`src/hdl/control_instruction_unit_consts.svh`:
```
// Opcodes, vectors, field positions and offsets of the control instruction unit.
`ifndef CONTROL_INSTRUCTION_UNIT_CONSTS_SVH
`define CONTROL_INSTRUCTION_UNIT_CONSTS_SVH

// Whole upper halfwords of the fixed-code control instructions.
`define HW_HALT          16'h0000
`define HW_WAIT          16'h0001
`define HW_NOP           16'h0002
`define HW_START_STOP    16'h000A
`define HW_SUPER_CALL    16'hC806
// Opcode (bits 0-5) and augment (bits 12-15) of the register-form instructions.
`define OPC_CONTROL      6'h00
`define AUG_EXEC_REG     4'h6
`define AUG_EXEC_RIGHT   4'h7
`define AUG_SET_MODE     4'h9
`define AUG_READ_STATUS  4'hB
// Opcodes of the memory-form instructions.
`define OPC_EXEC_MEM     6'h2A
`define OPC_CALL_MON     6'h0C
// Trap and interrupt vectors.
`define VEC_UNDEF        12'h194
`define VEC_PRIV         12'h198
`define VEC_BLOCK_TMO    12'h0E4
`define VEC_SUPER_CALL   12'h180
`define VEC_COPROC_END   12'h2E0
`define VEC_COPROC_START 12'h2E4
`define VEC_COPROC_STOP  12'h2F4
`define CALL_MON_LEVEL   7'h27
// Byte offsets of the context block words 1 to 5.
`define CTX_W1           24'h000000
`define CTX_W2           24'h000004
`define CTX_W3           24'h000008
`define CTX_W4           24'h00000C
`define CTX_W5           24'h000010
// Mode bits of the set-mode operand, counted from the least significant end.
`define MODE_BMT_BIT     17
`define MODE_PSDTRAP_BIT 16
`define MODE_SDW_BIT     12
// Status word reset value and the number of low bits kept by a status read.
`define STATUS_RESET     32'h00000000
`define STATUS_KEEP      8

`endif

```
`src/hdl/control_instruction_unit_pkg.sv`:
```
// Types of the control instruction unit.
`include "control_instruction_unit_consts.svh"
package control_instruction_unit_pkg;

    // Gray coded along the context-switch path.
    typedef enum logic [3:0] {
        ST_IDLE  = 4'h0,
        ST_VEC   = 4'h1,
        ST_W1    = 4'h3,
        ST_W2    = 4'h2,
        ST_W5    = 4'h6,
        ST_R3    = 4'h7,
        ST_R4    = 4'h5,
        ST_LOAD  = 4'h4,
        ST_FETCH = 4'hC,
        ST_CHECK = 4'hD
    } state_e;

    typedef struct packed {
        state_e      state;
        logic        busy;
        logic        done;
        logic        trap;
        logic [11:0] trap_vec;
        logic [31:0] ir;
        logic        ir_load;
        logic        ir_half;
        logic [23:0] resume;
        logic        halted;
        logic        wait_st;
        logic        wait_ind;
        logic        irq_req;
        logic [6:0]  irq_level;
        logic [9:0]  irq_flags;
        logic [3:0]  sc_idx;
        logic [11:0] sc_call;
        logic        cc_we;
        logic [3:0]  cc;
        logic        bmt_en;
        logic        sdw_trap_en;
        logic        sdw_mode;
        logic [31:0] status;
        logic        rd_we;
        logic [31:0] rd_data;
        logic        start;
        logic        cp_done;
        logic        stopping;
        logic        sdw_load;
        logic [31:0] sdw_hi;
        logic [31:0] sdw_lo;
        logic [23:0] ctx;
        logic        mem_req;
        logic        mem_we;
        logic [23:0] mem_addr;
        logic [31:0] mem_wdata;
    } unit_s;

endpackage : control_instruction_unit_pkg

```
`src/hdl/control_instruction_unit.sv`:
```
// Control-class instruction execution unit for the CPU and the coprocessor.
//
// Local design decisions: the address map and the address-and-strobe port.
`timescale 1ns/1ps
`default_nettype none

module control_instruction_unit (
    input  wire logic        clk_in,
    input  wire logic        reset_n_in,
    input  wire logic        coproc_role_in,
    input  wire logic        issue_in,
    input  wire logic [31:0] instr_in,
    input  wire logic [23:0] pc_in,
    input  wire logic [31:0] reg_data_in,
    input  wire logic [23:0] eff_in,
    input  wire logic        privileged_in,
    input  wire logic        ints_blocked_in,
    input  wire logic        sdw_jumper_in,
    input  wire logic        run_switch_in,
    input  wire logic        int_service_in,
    input  wire logic        target_unimpl_in,
    input  wire logic        target_sdw_only_in,
    input  wire logic        target_half_in,
    input  wire logic        err_valid_in,
    input  wire logic        err_ext_class_in,
    input  wire logic        err_int_proc_in,
    input  wire logic [29:0] err_flags_in,
    input  wire logic        coproc_start_in,
    input  wire logic        coproc_done_in,
    input  wire logic [31:0] sdw_hi_in,
    input  wire logic [31:0] sdw_lo_in,
    input  wire logic [31:0] unit_status_in,
    input  wire logic        mem_ack_in,
    input  wire logic [31:0] mem_rdata_in,
    output logic             busy_out,
    output logic             done_out,
    output logic             trap_out,
    output logic [11:0]      trap_vec_out,
    output logic [31:0]      ir_data_out,
    output logic             ir_load_out,
    output logic             ir_half_out,
    output logic [23:0]      resume_pc_out,
    output logic             halted_out,
    output logic             wait_ind_out,
    output logic             irq_req_out,
    output logic [6:0]       irq_level_out,
    output logic [9:0]       irq_flags_out,
    output logic [3:0]       sc_index_out,
    output logic [11:0]      sc_call_out,
    output logic             cc_write_out,
    output logic [3:0]       cc_out,
    output logic             bmt_enable_out,
    output logic             sdw_trap_enable_out,
    output logic             sdw_mode_out,
    output logic             rd_write_out,
    output logic [31:0]      rd_data_out,
    output logic             coproc_start_out,
    output logic             coproc_done_out,
    output logic             sdw_load_out,
    output logic [31:0]      sdw_hi_out,
    output logic [31:0]      sdw_lo_out,
    output logic             mem_req_out,
    output logic             mem_we_out,
    output logic [23:0]      mem_addr_out,
    output logic [31:0]      mem_wdata_out
);

    control_instruction_unit_pkg::unit_s st_ff;
    control_instruction_unit_pkg::unit_s nxt_st;

    // Matches a register-form control instruction on opcode and augment.
    function automatic logic is_rr(input logic [31:0] w, input logic [3:0] aug);
        is_rr = (w[31:26] == `OPC_CONTROL) && (w[19:16] == aug);
    endfunction : is_rr

    // True for any of the three execute instructions.
    function automatic logic is_exec(input logic [31:0] w);
        is_exec = is_rr(w, `AUG_EXEC_REG) || is_rr(w, `AUG_EXEC_RIGHT) || (w[31:26] == `OPC_EXEC_MEM);
    endfunction : is_exec

    // Computes the next state; pulses fall back to zero every cycle.
    always_comb
    begin
        nxt_st           = st_ff;
        nxt_st.done      = 1'b0;
        nxt_st.trap      = 1'b0;
        nxt_st.ir_load   = 1'b0;
        nxt_st.irq_req   = 1'b0;
        nxt_st.cc_we     = 1'b0;
        nxt_st.rd_we     = 1'b0;
        nxt_st.start     = 1'b0;
        nxt_st.cp_done   = 1'b0;
        nxt_st.sdw_load  = 1'b0;
        nxt_st.wait_ind  = st_ff.wait_st & ~int_service_in;
        case (st_ff.state)
            control_instruction_unit_pkg::ST_IDLE:
            begin
                if (run_switch_in)
                begin
                    nxt_st.halted  = 1'b0;
                    nxt_st.wait_st = 1'b0;
                end
                if (coproc_role_in && coproc_start_in)
                begin
                    nxt_st.stopping = 1'b0;
                    nxt_st.state    = control_instruction_unit_pkg::ST_VEC;
                end
                else if (!coproc_role_in && coproc_done_in)
                begin
                    nxt_st.trap     = 1'b1;
                    nxt_st.trap_vec = `VEC_COPROC_END;
                end
                else if (issue_in && !st_ff.halted && !st_ff.wait_st)
                begin
                    nxt_st.done = 1'b1;
                    if (is_rr(instr_in, `AUG_EXEC_REG))
                    begin
                        nxt_st.ir     = reg_data_in;
                        nxt_st.resume = pc_in + 24'h000002;
                        nxt_st.done   = 1'b0;
                        nxt_st.state  = control_instruction_unit_pkg::ST_CHECK;
                    end
                    else if (is_rr(instr_in, `AUG_EXEC_RIGHT))
                    begin
                        nxt_st.ir     = {reg_data_in[15:0], 16'h0000};
                        nxt_st.resume = pc_in + 24'h000002;
                        nxt_st.done   = 1'b0;
                        nxt_st.state  = control_instruction_unit_pkg::ST_CHECK;
                    end
                    else if (instr_in[31:26] == `OPC_EXEC_MEM)
                    begin
                        nxt_st.ir[1]  = eff_in[1];
                        nxt_st.resume = pc_in + 24'h000004;
                        nxt_st.done   = 1'b0;
                        nxt_st.state  = control_instruction_unit_pkg::ST_FETCH;
                    end
                    else if (instr_in[31:16] == `HW_HALT)
                    begin
                        if (privileged_in)
                        begin
                            nxt_st.halted = 1'b1;
                        end
                        else
                        begin
                            nxt_st.trap     = 1'b1;
                            nxt_st.trap_vec = `VEC_PRIV;
                        end
                    end
                    else if (instr_in[31:16] == `HW_WAIT)
                    begin
                        if (ints_blocked_in)
                        begin
                            nxt_st.trap     = 1'b1;
                            nxt_st.trap_vec = `VEC_BLOCK_TMO;
                        end
                        else
                        begin
                            nxt_st.wait_st  = 1'b1;
                            nxt_st.wait_ind = ~int_service_in;
                        end
                    end
                    else if (instr_in[31:16] == `HW_START_STOP)
                    begin
                        if (coproc_role_in)
                        begin
                            nxt_st.done     = 1'b0;
                            nxt_st.stopping = 1'b1;
                            nxt_st.state    = control_instruction_unit_pkg::ST_VEC;
                        end
                        else
                        begin
                            nxt_st.start = 1'b1;
                        end
                    end
                    else if (instr_in[31:16] == `HW_SUPER_CALL)
                    begin
                        nxt_st.trap = 1'b1;
                        if (st_ff.sdw_mode)
                        begin
                            nxt_st.trap_vec = `VEC_SUPER_CALL;
                            nxt_st.sc_idx   = instr_in[15:12];
                            nxt_st.sc_call  = instr_in[11:0];
                            nxt_st.cc_we    = 1'b1;
                            nxt_st.cc       = 4'h0;
                        end
                        else
                        begin
                            nxt_st.trap_vec = `VEC_UNDEF;
                        end
                    end
                    else if (instr_in[31:26] == `OPC_CALL_MON)
                    begin
                        nxt_st.irq_req   = 1'b1;
                        nxt_st.irq_level = `CALL_MON_LEVEL;
                        nxt_st.irq_flags = instr_in[25:16];
                    end
                    else if (is_rr(instr_in, `AUG_SET_MODE))
                    begin
                        if (sdw_jumper_in)
                        begin
                            nxt_st.bmt_en      = reg_data_in[`MODE_BMT_BIT];
                            nxt_st.sdw_trap_en = reg_data_in[`MODE_PSDTRAP_BIT];
                            nxt_st.sdw_mode    = reg_data_in[`MODE_SDW_BIT];
                        end
                        else
                        begin
                            nxt_st.trap     = 1'b1;
                            nxt_st.trap_vec = `VEC_UNDEF;
                        end
                    end
                    else if (is_rr(instr_in, `AUG_READ_STATUS))
                    begin
                        nxt_st.rd_we   = 1'b1;
                        nxt_st.rd_data = st_ff.status;
                        nxt_st.status[31:`STATUS_KEEP] = '0;
                        nxt_st.cc_we   = 1'b1;
                        nxt_st.cc      = {1'b0, st_ff.sdw_mode, ints_blocked_in, st_ff.status[31:8] == 24'h000000};
                    end
                    // The no-op and unknown codes simply complete here.
                end
            end
            control_instruction_unit_pkg::ST_FETCH:
            begin
                if (mem_ack_in)
                begin
                    nxt_st.ir    = st_ff.ir[1] ? {mem_rdata_in[15:0], 16'h0000} : mem_rdata_in;
                    nxt_st.state = control_instruction_unit_pkg::ST_CHECK;
                end
            end
            control_instruction_unit_pkg::ST_CHECK:
            begin
                nxt_st.state = control_instruction_unit_pkg::ST_IDLE;
                nxt_st.done  = 1'b1;
                if (is_exec(st_ff.ir) || target_unimpl_in || target_sdw_only_in)
                begin
                    nxt_st.trap     = 1'b1;
                    nxt_st.trap_vec = `VEC_UNDEF;
                end
                else
                begin
                    nxt_st.ir_load = 1'b1;
                    nxt_st.ir_half = target_half_in;
                    if (target_half_in)
                    begin
                        nxt_st.ir[15:0] = 16'h0000;
                    end
                end
            end
            control_instruction_unit_pkg::ST_VEC:
            begin
                if (mem_ack_in)
                begin
                    nxt_st.ctx    = mem_rdata_in[23:0];
                    nxt_st.sdw_hi = sdw_hi_in;
                    nxt_st.sdw_lo = sdw_lo_in;
                    nxt_st.state  = control_instruction_unit_pkg::ST_W1;
                end
            end
            control_instruction_unit_pkg::ST_W1:
            begin
                if (mem_ack_in)
                begin
                    nxt_st.state = control_instruction_unit_pkg::ST_W2;
                end
            end
            control_instruction_unit_pkg::ST_W2:
            begin
                if (mem_ack_in)
                begin
                    nxt_st.state = control_instruction_unit_pkg::ST_W5;
                end
            end
            control_instruction_unit_pkg::ST_W5:
            begin
                if (mem_ack_in)
                begin
                    nxt_st.cp_done = st_ff.stopping;
                    nxt_st.state   = control_instruction_unit_pkg::ST_R3;
                end
            end
            control_instruction_unit_pkg::ST_R3:
            begin
                if (mem_ack_in)
                begin
                    nxt_st.sdw_hi = mem_rdata_in;
                    nxt_st.state  = control_instruction_unit_pkg::ST_R4;
                end
            end
            control_instruction_unit_pkg::ST_R4:
            begin
                if (mem_ack_in)
                begin
                    nxt_st.sdw_lo = mem_rdata_in;
                    nxt_st.state  = control_instruction_unit_pkg::ST_LOAD;
                end
            end
            control_instruction_unit_pkg::ST_LOAD:
            begin
                nxt_st.sdw_load = 1'b1;
                nxt_st.done     = st_ff.stopping;
                nxt_st.state    = control_instruction_unit_pkg::ST_IDLE;
            end
            default:
            begin
                nxt_st.state = control_instruction_unit_pkg::ST_IDLE;
            end
        endcase
        // Error events load the class bits and set the rest; a set beats a read clear.
        if (err_valid_in)
        begin
            nxt_st.status[31] = err_ext_class_in;
            nxt_st.status[30] = err_int_proc_in;
            nxt_st.status[29:0] = nxt_st.status[29:0] | err_flags_in;
        end
        // Memory request follows the state it is entering.
        nxt_st.mem_req   = 1'b1;
        nxt_st.mem_we    = 1'b0;
        nxt_st.mem_wdata = 32'h00000000;
        case (nxt_st.state)
            control_instruction_unit_pkg::ST_FETCH:
                nxt_st.mem_addr = {eff_in[23:2], 2'b00};
            control_instruction_unit_pkg::ST_VEC:
                nxt_st.mem_addr = {12'h000, nxt_st.stopping ? `VEC_COPROC_STOP : `VEC_COPROC_START};
            control_instruction_unit_pkg::ST_W1:
            begin
                nxt_st.mem_we    = 1'b1;
                nxt_st.mem_addr  = nxt_st.ctx + `CTX_W1;
                nxt_st.mem_wdata = nxt_st.sdw_hi;
            end
            control_instruction_unit_pkg::ST_W2:
            begin
                nxt_st.mem_we    = 1'b1;
                nxt_st.mem_addr  = nxt_st.ctx + `CTX_W2;
                nxt_st.mem_wdata = nxt_st.sdw_lo;
            end
            control_instruction_unit_pkg::ST_W5:
            begin
                nxt_st.mem_we    = 1'b1;
                nxt_st.mem_addr  = nxt_st.ctx + `CTX_W5;
                nxt_st.mem_wdata = unit_status_in;
            end
            control_instruction_unit_pkg::ST_R3:
                nxt_st.mem_addr = nxt_st.ctx + `CTX_W3;
            control_instruction_unit_pkg::ST_R4:
                nxt_st.mem_addr = nxt_st.ctx + `CTX_W4;
            default:
                nxt_st.mem_req = 1'b0;
        endcase
        nxt_st.busy = (nxt_st.state != control_instruction_unit_pkg::ST_IDLE) | nxt_st.halted | nxt_st.wait_st;
    end

    // Registers the whole state; reset leaves mode bits and status cleared.
    always_ff @(posedge clk_in or negedge reset_n_in)
    begin
        if (!reset_n_in)
        begin
            st_ff <= '0;
        end
        else
        begin
            st_ff <= nxt_st;
        end
    end

    // Every output is a field of the registered state.
    assign busy_out            = st_ff.busy;
    assign done_out            = st_ff.done;
    assign trap_out            = st_ff.trap;
    assign trap_vec_out        = st_ff.trap_vec;
    assign ir_data_out         = st_ff.ir;
    assign ir_load_out         = st_ff.ir_load;
    assign ir_half_out         = st_ff.ir_half;
    assign resume_pc_out       = st_ff.resume;
    assign halted_out          = st_ff.halted;
    assign wait_ind_out        = st_ff.wait_ind;
    assign irq_req_out         = st_ff.irq_req;
    assign irq_level_out       = st_ff.irq_level;
    assign irq_flags_out       = st_ff.irq_flags;
    assign sc_index_out        = st_ff.sc_idx;
    assign sc_call_out         = st_ff.sc_call;
    assign cc_write_out        = st_ff.cc_we;
    assign cc_out              = st_ff.cc;
    assign bmt_enable_out      = st_ff.bmt_en;
    assign sdw_trap_enable_out = st_ff.sdw_trap_en;
    assign sdw_mode_out        = st_ff.sdw_mode;
    assign rd_write_out        = st_ff.rd_we;
    assign rd_data_out         = st_ff.rd_data;
    assign coproc_start_out    = st_ff.start;
    assign coproc_done_out     = st_ff.cp_done;
    assign sdw_load_out        = st_ff.sdw_load;
    assign sdw_hi_out          = st_ff.sdw_hi;
    assign sdw_lo_out          = st_ff.sdw_lo;
    assign mem_req_out         = st_ff.mem_req;
    assign mem_we_out          = st_ff.mem_we;
    assign mem_addr_out        = st_ff.mem_addr;
    assign mem_wdata_out       = st_ff.mem_wdata;

endmodule : control_instruction_unit

`default_nettype wire

```
`config.mk`:
```
export PLATFORM = sky130hd
export DESIGN_NAME = control_instruction_unit
export DESIGN_NICKNAME = d
export VERILOG_FILES = /design/src/hdl/control_instruction_unit_pkg.sv /design/src/hdl/control_instruction_unit.sv
export VERILOG_INCLUDE_DIRS = /design/src /design/src/hdl
export SDC_FILE = /design/constraint.sdc
export NUM_CORES = 1
export LEC_CHECK = 0
export ABC_AREA = 1
export BUFFER_PORTS_ARGS = -buffer_cell sky130_fd_sc_hd__buf_2
export CAP_MARGIN = 0
export CORE_ASPECT_RATIO = 1.5
export CORE_MARGIN = 3
export CORE_UTILIZATION = 25
export DETAILED_ROUTE_END_ITERATION = 7
export PLACE_DENSITY = 0.55
export SLEW_MARGIN = 40
export SYNTH_ARGS = -nofsm -noshare
export SYNTH_HDL_FRONTEND = slang
export SYNTH_SLANG_ARGS = --single-unit
```
`constraint.sdc`:
```
create_clock -name clk_in -period 8.7 [get_ports clk_in]
set_input_delay 0 -clock clk_in [delete_from_list [all_inputs] [get_ports clk_in]]
set_output_delay 0 -clock clk_in [all_outputs]
set_load 0.02 [all_outputs]
```
---- Yosys cells after proc, flatten, opt, wreduce, memory -nomap -nowiden ----
Cells that the tools add are included.
storage, ports and cells
  output and inout port bits .............. 275
  latch bits .............................. 0
  memory bits (writable) .................. 0
  bits of input ports ..................... 288
  register bits after elaboration ......... 331
  logic and storage cells ................. 300
  memories kept ........................... 0
  memory bits (read-only) ................. 0
cells by class
  bitwise operators ....................... 17
  reductions and logical operators ........ 46
  divide/modulo/power cells ............... 0
  muxes and demuxes ....................... 130
  order comparisons ....................... 0
  multiply operators ...................... 0
  $add $sub $neg .......................... 6
  shift operators ......................... 0
  eq/ne operators ......................... 61
operators with widths
  cell                   count
  $mux 69                7
  $mux 34                9
  $mux 32                8
  $mux 13                14
  $pmux 24 s7            1
  $mux 33                5
  $mux 24                6
  $mux 66                2
  $pmux 32 s2            2
  $pmux 32 s3            1
  $mux 46                2
  $mux 88                1
  $mux 4                 17
  $mux 68                1
  $reduce_and 14->1      4
  $mux 18                3
  $add 24x3->24 const B  2
  $add 24x4->24 const B  2
  $pmux 16 s3            1
  $eq 4x3->1 const B     11
  $ne 2x2->1 const B     21
  $mux 16                2
  $pmux 16 s2            1
  $pmux 4 s8             1
  46 further kinds       136

---- Longest topological paths before layout ----
  depth after elaboration ................. 18
  gate-level depth with buffers ........... 23
  depth with buffers taken out ............ 23

---- Least setup slack after synthesis ----
OpenSTA, ideal clock, no wires.
  kind .................................... register to register
  start point ............................. reg st_ff[336] (netlist bit)
  end point ............................... reg st_ff (netlist bit mem_addr_out[14])
  data arrival time ....................... 2.722 ns
  cell stages (with the launch flop) ...... 17
  path buffers ............................ 2
  required time ........................... 8.569 ns
  library setup time ...................... 0.131 ns
  slack ................................... 5.848 ns
  period minus slack after synthesis ...... 2.852 ns
  cell sequence ........................... dfrtp_1 > inv_1 > nand2_4 > nor2_8 > buf_6 > buf_6 > a21oi_1 > nand2_2 > nand3_1 > fa_1 > inv_1 > nand2_1 > nor2_1 > nand3_1 > xor2_1 > a21oi_1 > nand4_1
on the way
  cells in the longest elaborated chain, start to end .. 13
  elaborated cells on any way between the ends .. 40
  those cells by class .................... add/sub (4); eq/ne (14); mux (20); reduce/logical (2)
ends and longest elaborated chain
  element                                           RTL line                         source
  from (decl)                                       control_instruction_unit.sv:68   control_instruction_unit_pkg::unit_s st_ff;
  from (signal assigned)                            control_instruction_unit.sv:361  st_ff <= nxt_st;
  $mux 4                                            control_instruction_unit.sv:164  if (coproc_role_in)
  $mux 4                                            control_instruction_unit.sv:162  else if (instr_in[31:16] == `HW_START_STOP)
  $mux 4                                            control_instruction_unit.sv:149  else if (instr_in[31:16] == `HW_WAIT)
  $mux 4                                            control_instruction_unit.sv:137  else if (instr_in[31:16] == `HW_HALT)
  $mux 4                                            control_instruction_unit.sv:130  else if (instr_in[31:26] == `OPC_EXEC_MEM)
  $mux 4                                            control_instruction_unit.sv:123  else if (is_rr(instr_in, `AUG_EXEC_RIGHT))
  $mux 4                                            control_instruction_unit.sv:116  if (is_rr(instr_in, `AUG_EXEC_REG))
  $mux 4                                            control_instruction_unit.sv:113  else if (issue_in && !st_ff.halted && !st_ff.wait_st)
  $mux 4                                            control_instruction_unit.sv:108  else if (!coproc_role_in && coproc_done_in)
  $mux 4                                            control_instruction_unit.sv:103  if (coproc_role_in && coproc_start_in)
  $pmux 4 s8                                        control_instruction_unit.sv:95   case (st_ff.state)
  $eq 4x3->1, or another cell as far along          control_instruction_unit.sv:319  case (nxt_st.state)
  $pmux 24 s7 or $reduce_bool 7->1 (tied branches)  --
Several ways; a longest one is shown, not always the timed one.
A chain may end at the register's enable or synchronous reset.

==> metrics.txt <==
Synth Register Bits 325; GRT overflow 0; Clock transition at path regs 0.06 ns; CORE AREA 0.0756 mm2; Fill cells just under 8,000; Die Footprint 0.0802 mm2; crit-path cells nand2_2, nor2_8, buf_4, nor2_1, buf_4, inv_1, nand3_1, dlygate4sd3_1, o21ai_0, o211ai_1, dlygate4sd3_1; Hold-fix buffers, CTS 365; num ports 563; Initial Utilization 25.4%; peak supply drop 0.000203 V; Critical Path AT 5.13 ns; Final #Nets about 3,400; r2r setup slk 4.02 ns; post-route insts no fill 4,103; Placed Area around 0.021 mm2; setup violators final 0; Synth cell types 58; GR Util met1 approximately 25%; CTS resizes 0; Final Hold Fails 0; Setup CP Type reg2reg; met2 Use GR a little under 40%; Tcrit/Tclk final ~54%; FMAX 214 MHz; CP max-delay cell buf_4; GR peak layer met2; first-pass GRT wire length roughly 130,000 um; PortBufs between 500 and 600; yosys warns 0; CTS H-Tree Depth 2; LEAKAGE 12.8 nW; setup TNS 0 ns; multi-input gate area in the final layout slightly below 0.008 mm2; DRT antenna net count 0; worst path required time 9.16 ns; design area 0.0261 mm2; die extent in y 345 um; vias in the first global route 19,630; row count 123; Async S/R FF share, synth 100%; Overall Global Routing Usage 22.1%; register area between 0.008 and 0.009 mm2; CTS sink count 325; Die W between 200 and 250 um; ys flop type dfrtp_1; met3 Usage GRT 4.31%; RSZ-0062 raised after global routing false; Critical Path Start Type register; crit end category register; DR vias 19,284; largest net degree at the start of global routing 66; wire per inst 22.3 um; CTS buffer count 39; Synth Cell Area between 0.015 and 0.02 mm2; sequential area share after synthesis 42.4%; Syn Inst Count 2,425; CTS tree built; placed cells 3,663; min Tclk post-route 4.68 ns; CP peak stage delay 0.63 ns; Clk Latency, worst-skew pair a little under 0.6 ns; Post-Route WL 91,500 um; Max Cap Violations 0; status completed; Initial DRC Count 1,228; Cell Pwr Density ~320 mW/mm2; Worst Max-Slew Pin Slew between 0.8 and 0.9 ns; post-DR vias/cell 4.70; area grow syn2layout 36.2%; number of enable flip-flop cells after synthesis 0; dpl hpwl 69,000 um; max-slew violations 0; clk_skew 0.0233 ns; Hold WC Path Type in2reg; routability cong. 0.947; DRC 0; clk buf depth 3; initial antenna violation count 11; layout cell share with drive strength beyond 1 between 20 and 25%; critical path peak fanout 61; CTS root buffer clkbuf_16; syn avg cell area 7.91 um2; drt first pass iters 5; setup bufs post-CTS 0; Rel. slew slack 44.0%
[routing by layer]
| metal | wire length, um | vias up |
|---|---|---|
| met5 | 13 | - |
| met4 | 5470 | 2 |
| met3 | 6650 | 221 |
| met2 | 45400 | 911 |
| met1 | 34000 | 9173 |
| li1 | - | 8977 |
[cells in the final DEF (no fill, tap or decap), drive strengths merged, types with 2 or more instances in the layout]
cell type,Yosys,final
a21oi,56,56
dfrtp,325,325
o21a,2,2
buf,292,582
dlygate4sd3,0,364
mux2,28,28
o211ai,45,45
clkinvlp,0,4
o22ai,34,34
bufinv,0,2
nor4,18,18
and3,2,2
conb,1,8
o31ai,3,3
nor2,247,247
inv,257,261
ha,5,5
clkbuf,58,49
clkinv,2,9
nand3b,2,2
o32ai,13,13
nand4,40,40
a211oi,9,9
or2,4,4
nor3,28,28
nand2,513,513
xor2,38,38
o41ai,2,2
a311oi,3,3
a41oi,13,13
xnor2,5,5
mux2i,2,2
diode,0,9
o221ai,5,5
o21ai,262,262
nand3,105,105
[state kept, by name (all words and copies together), names as in the netlist, 3 cells and up]
register	flops
mem_wdata_out	32
sc_call_out	12
irq_flags_out	10
mem_addr_out	24
st_ff	62
sdw_hi_out	32
rd_data_out	32
ir_data_out	32
resume_pc_out	24
sdw_lo_out	32
cc_out	3
sc_index_out	4
trap_vec_out	7
[final timing paths]
path	from	to	depth (start not counted)
hold reg to reg	st_ff[189]	st_ff[189]	2
max in group asynchronous	reset_n_in	sdw_lo_out[11]	4
setup / recovery	st_ff[333]	mem_wdata_out[24]	11
hold / removal	target_sdw_only_in	ir_load_out	3
min in group asynchronous	reset_n_in	ir_data_out[24]	3
setup reg to reg	st_ff[333]	mem_wdata_out[24]	11
[cells by family (layout without fill, tap and decap cells)]
| kind of cell | after synthesis | after routing | synth area share, % |
|---|---|---|---|
| other | 1 | 17 | 0.0195 |
| AO/OA/AOI/OAI | 452 | 452 | 14.1 |
| multiplexers | 30 | 30 | 1.75 |
| buffers and inverters | 609 | 1271 | 17.4 |
| AND/OR/NAND/NOR | 959 | 959 | 22.0 |
| flip-flops | 325 | 325 | 42.4 |
| adder cells (fa/ha/maj) | 6 | 6 | 0.430 |
| XOR/XNOR | 43 | 43 | 1.96 |
[layout make-up]
class / instances / area share (%)
Clock buffer: 49 / 4.07
Tap cell: 1000 / 4.79
Multi-Input combinational cell: 1498 / 29.7
Antenna cell: 9 / 0.0862
Inverter: 259 / 3.74
Clock inverter: 17 / 0.771
Sequential cell: 325 / 31.1
Timing Repair Buffer: 946 / 25.7
[synth_stat cells (4+ instances only)]
| cell | n | area, um2 |
|---|---|---|
| buf_4 | 261 | 1960 |
| ha_1 | 5 | 62.6 |
| nor2_1 | 220 | 826 |
| a41oi_1 | 13 | 114 |
| o211ai_1 | 45 | 338 |
| o21ai_0 | 227 | 1140 |
| a21oi_1 | 55 | 275 |
| mux2_2 | 23 | 259 |
| a211oi_1 | 9 | 67.6 |
| xor2_1 | 38 | 333 |
| nor2_4 | 13 | 146 |
| nand2_4 | 5 | 56.3 |
| nor4_1 | 18 | 113 |
| buf_6 | 4 | 45.0 |
| o32ai_1 | 13 | 114 |
| o21ai_2 | 15 | 131 |
| o221ai_1 | 5 | 43.8 |
| o21ai_1 | 17 | 85.1 |
| xnor2_1 | 5 | 43.8 |
| nor2_2 | 12 | 75.1 |
| nor3_1 | 24 | 120 |
| nand4_1 | 40 | 250 |
| buf_2 | 26 | 130 |
| clkbuf_1 | 58 | 218 |
| mux2_1 | 5 | 56.3 |
| nand2_1 | 492 | 1850 |
| inv_1 | 237 | 890 |
| nand3_1 | 103 | 515 |
| inv_2 | 19 | 71.3 |
| o22ai_1 | 34 | 213 |
| nand2_2 | 16 | 100 |
| dfrtp_1 | 325 | 8130 |
[through the flow]
step                setup slack (ns)  hold WS, ns  power [mW]  utilization [%]
floorplan                       5.85       -0.296        5.11                -
global placement                4.12        0.155        6.13             27.9
detailed placement              4.00      -0.0214        6.17             28.0
CTS                             4.01     0.000947        8.32             34.5
global route                    3.73       0.0307        8.82             34.6
finish                          4.02       0.0145        8.28             34.6
[worst max-delay path: cells and delay by family (launching register included)]
kind,cells,cell delay [ns]
buf+inv,5,2.71
simple gates,4,0.99
flops,1,0.52
compound gates,2,0.25
[power by group]
part           total [mW]  internal [mW]  switching (mW)
clock                1.67          0.937           0.731
combinational        4.45           1.47            2.98
sequential           2.16           1.92           0.234
No activity file was read; power rests on OpenSTA's default activity.
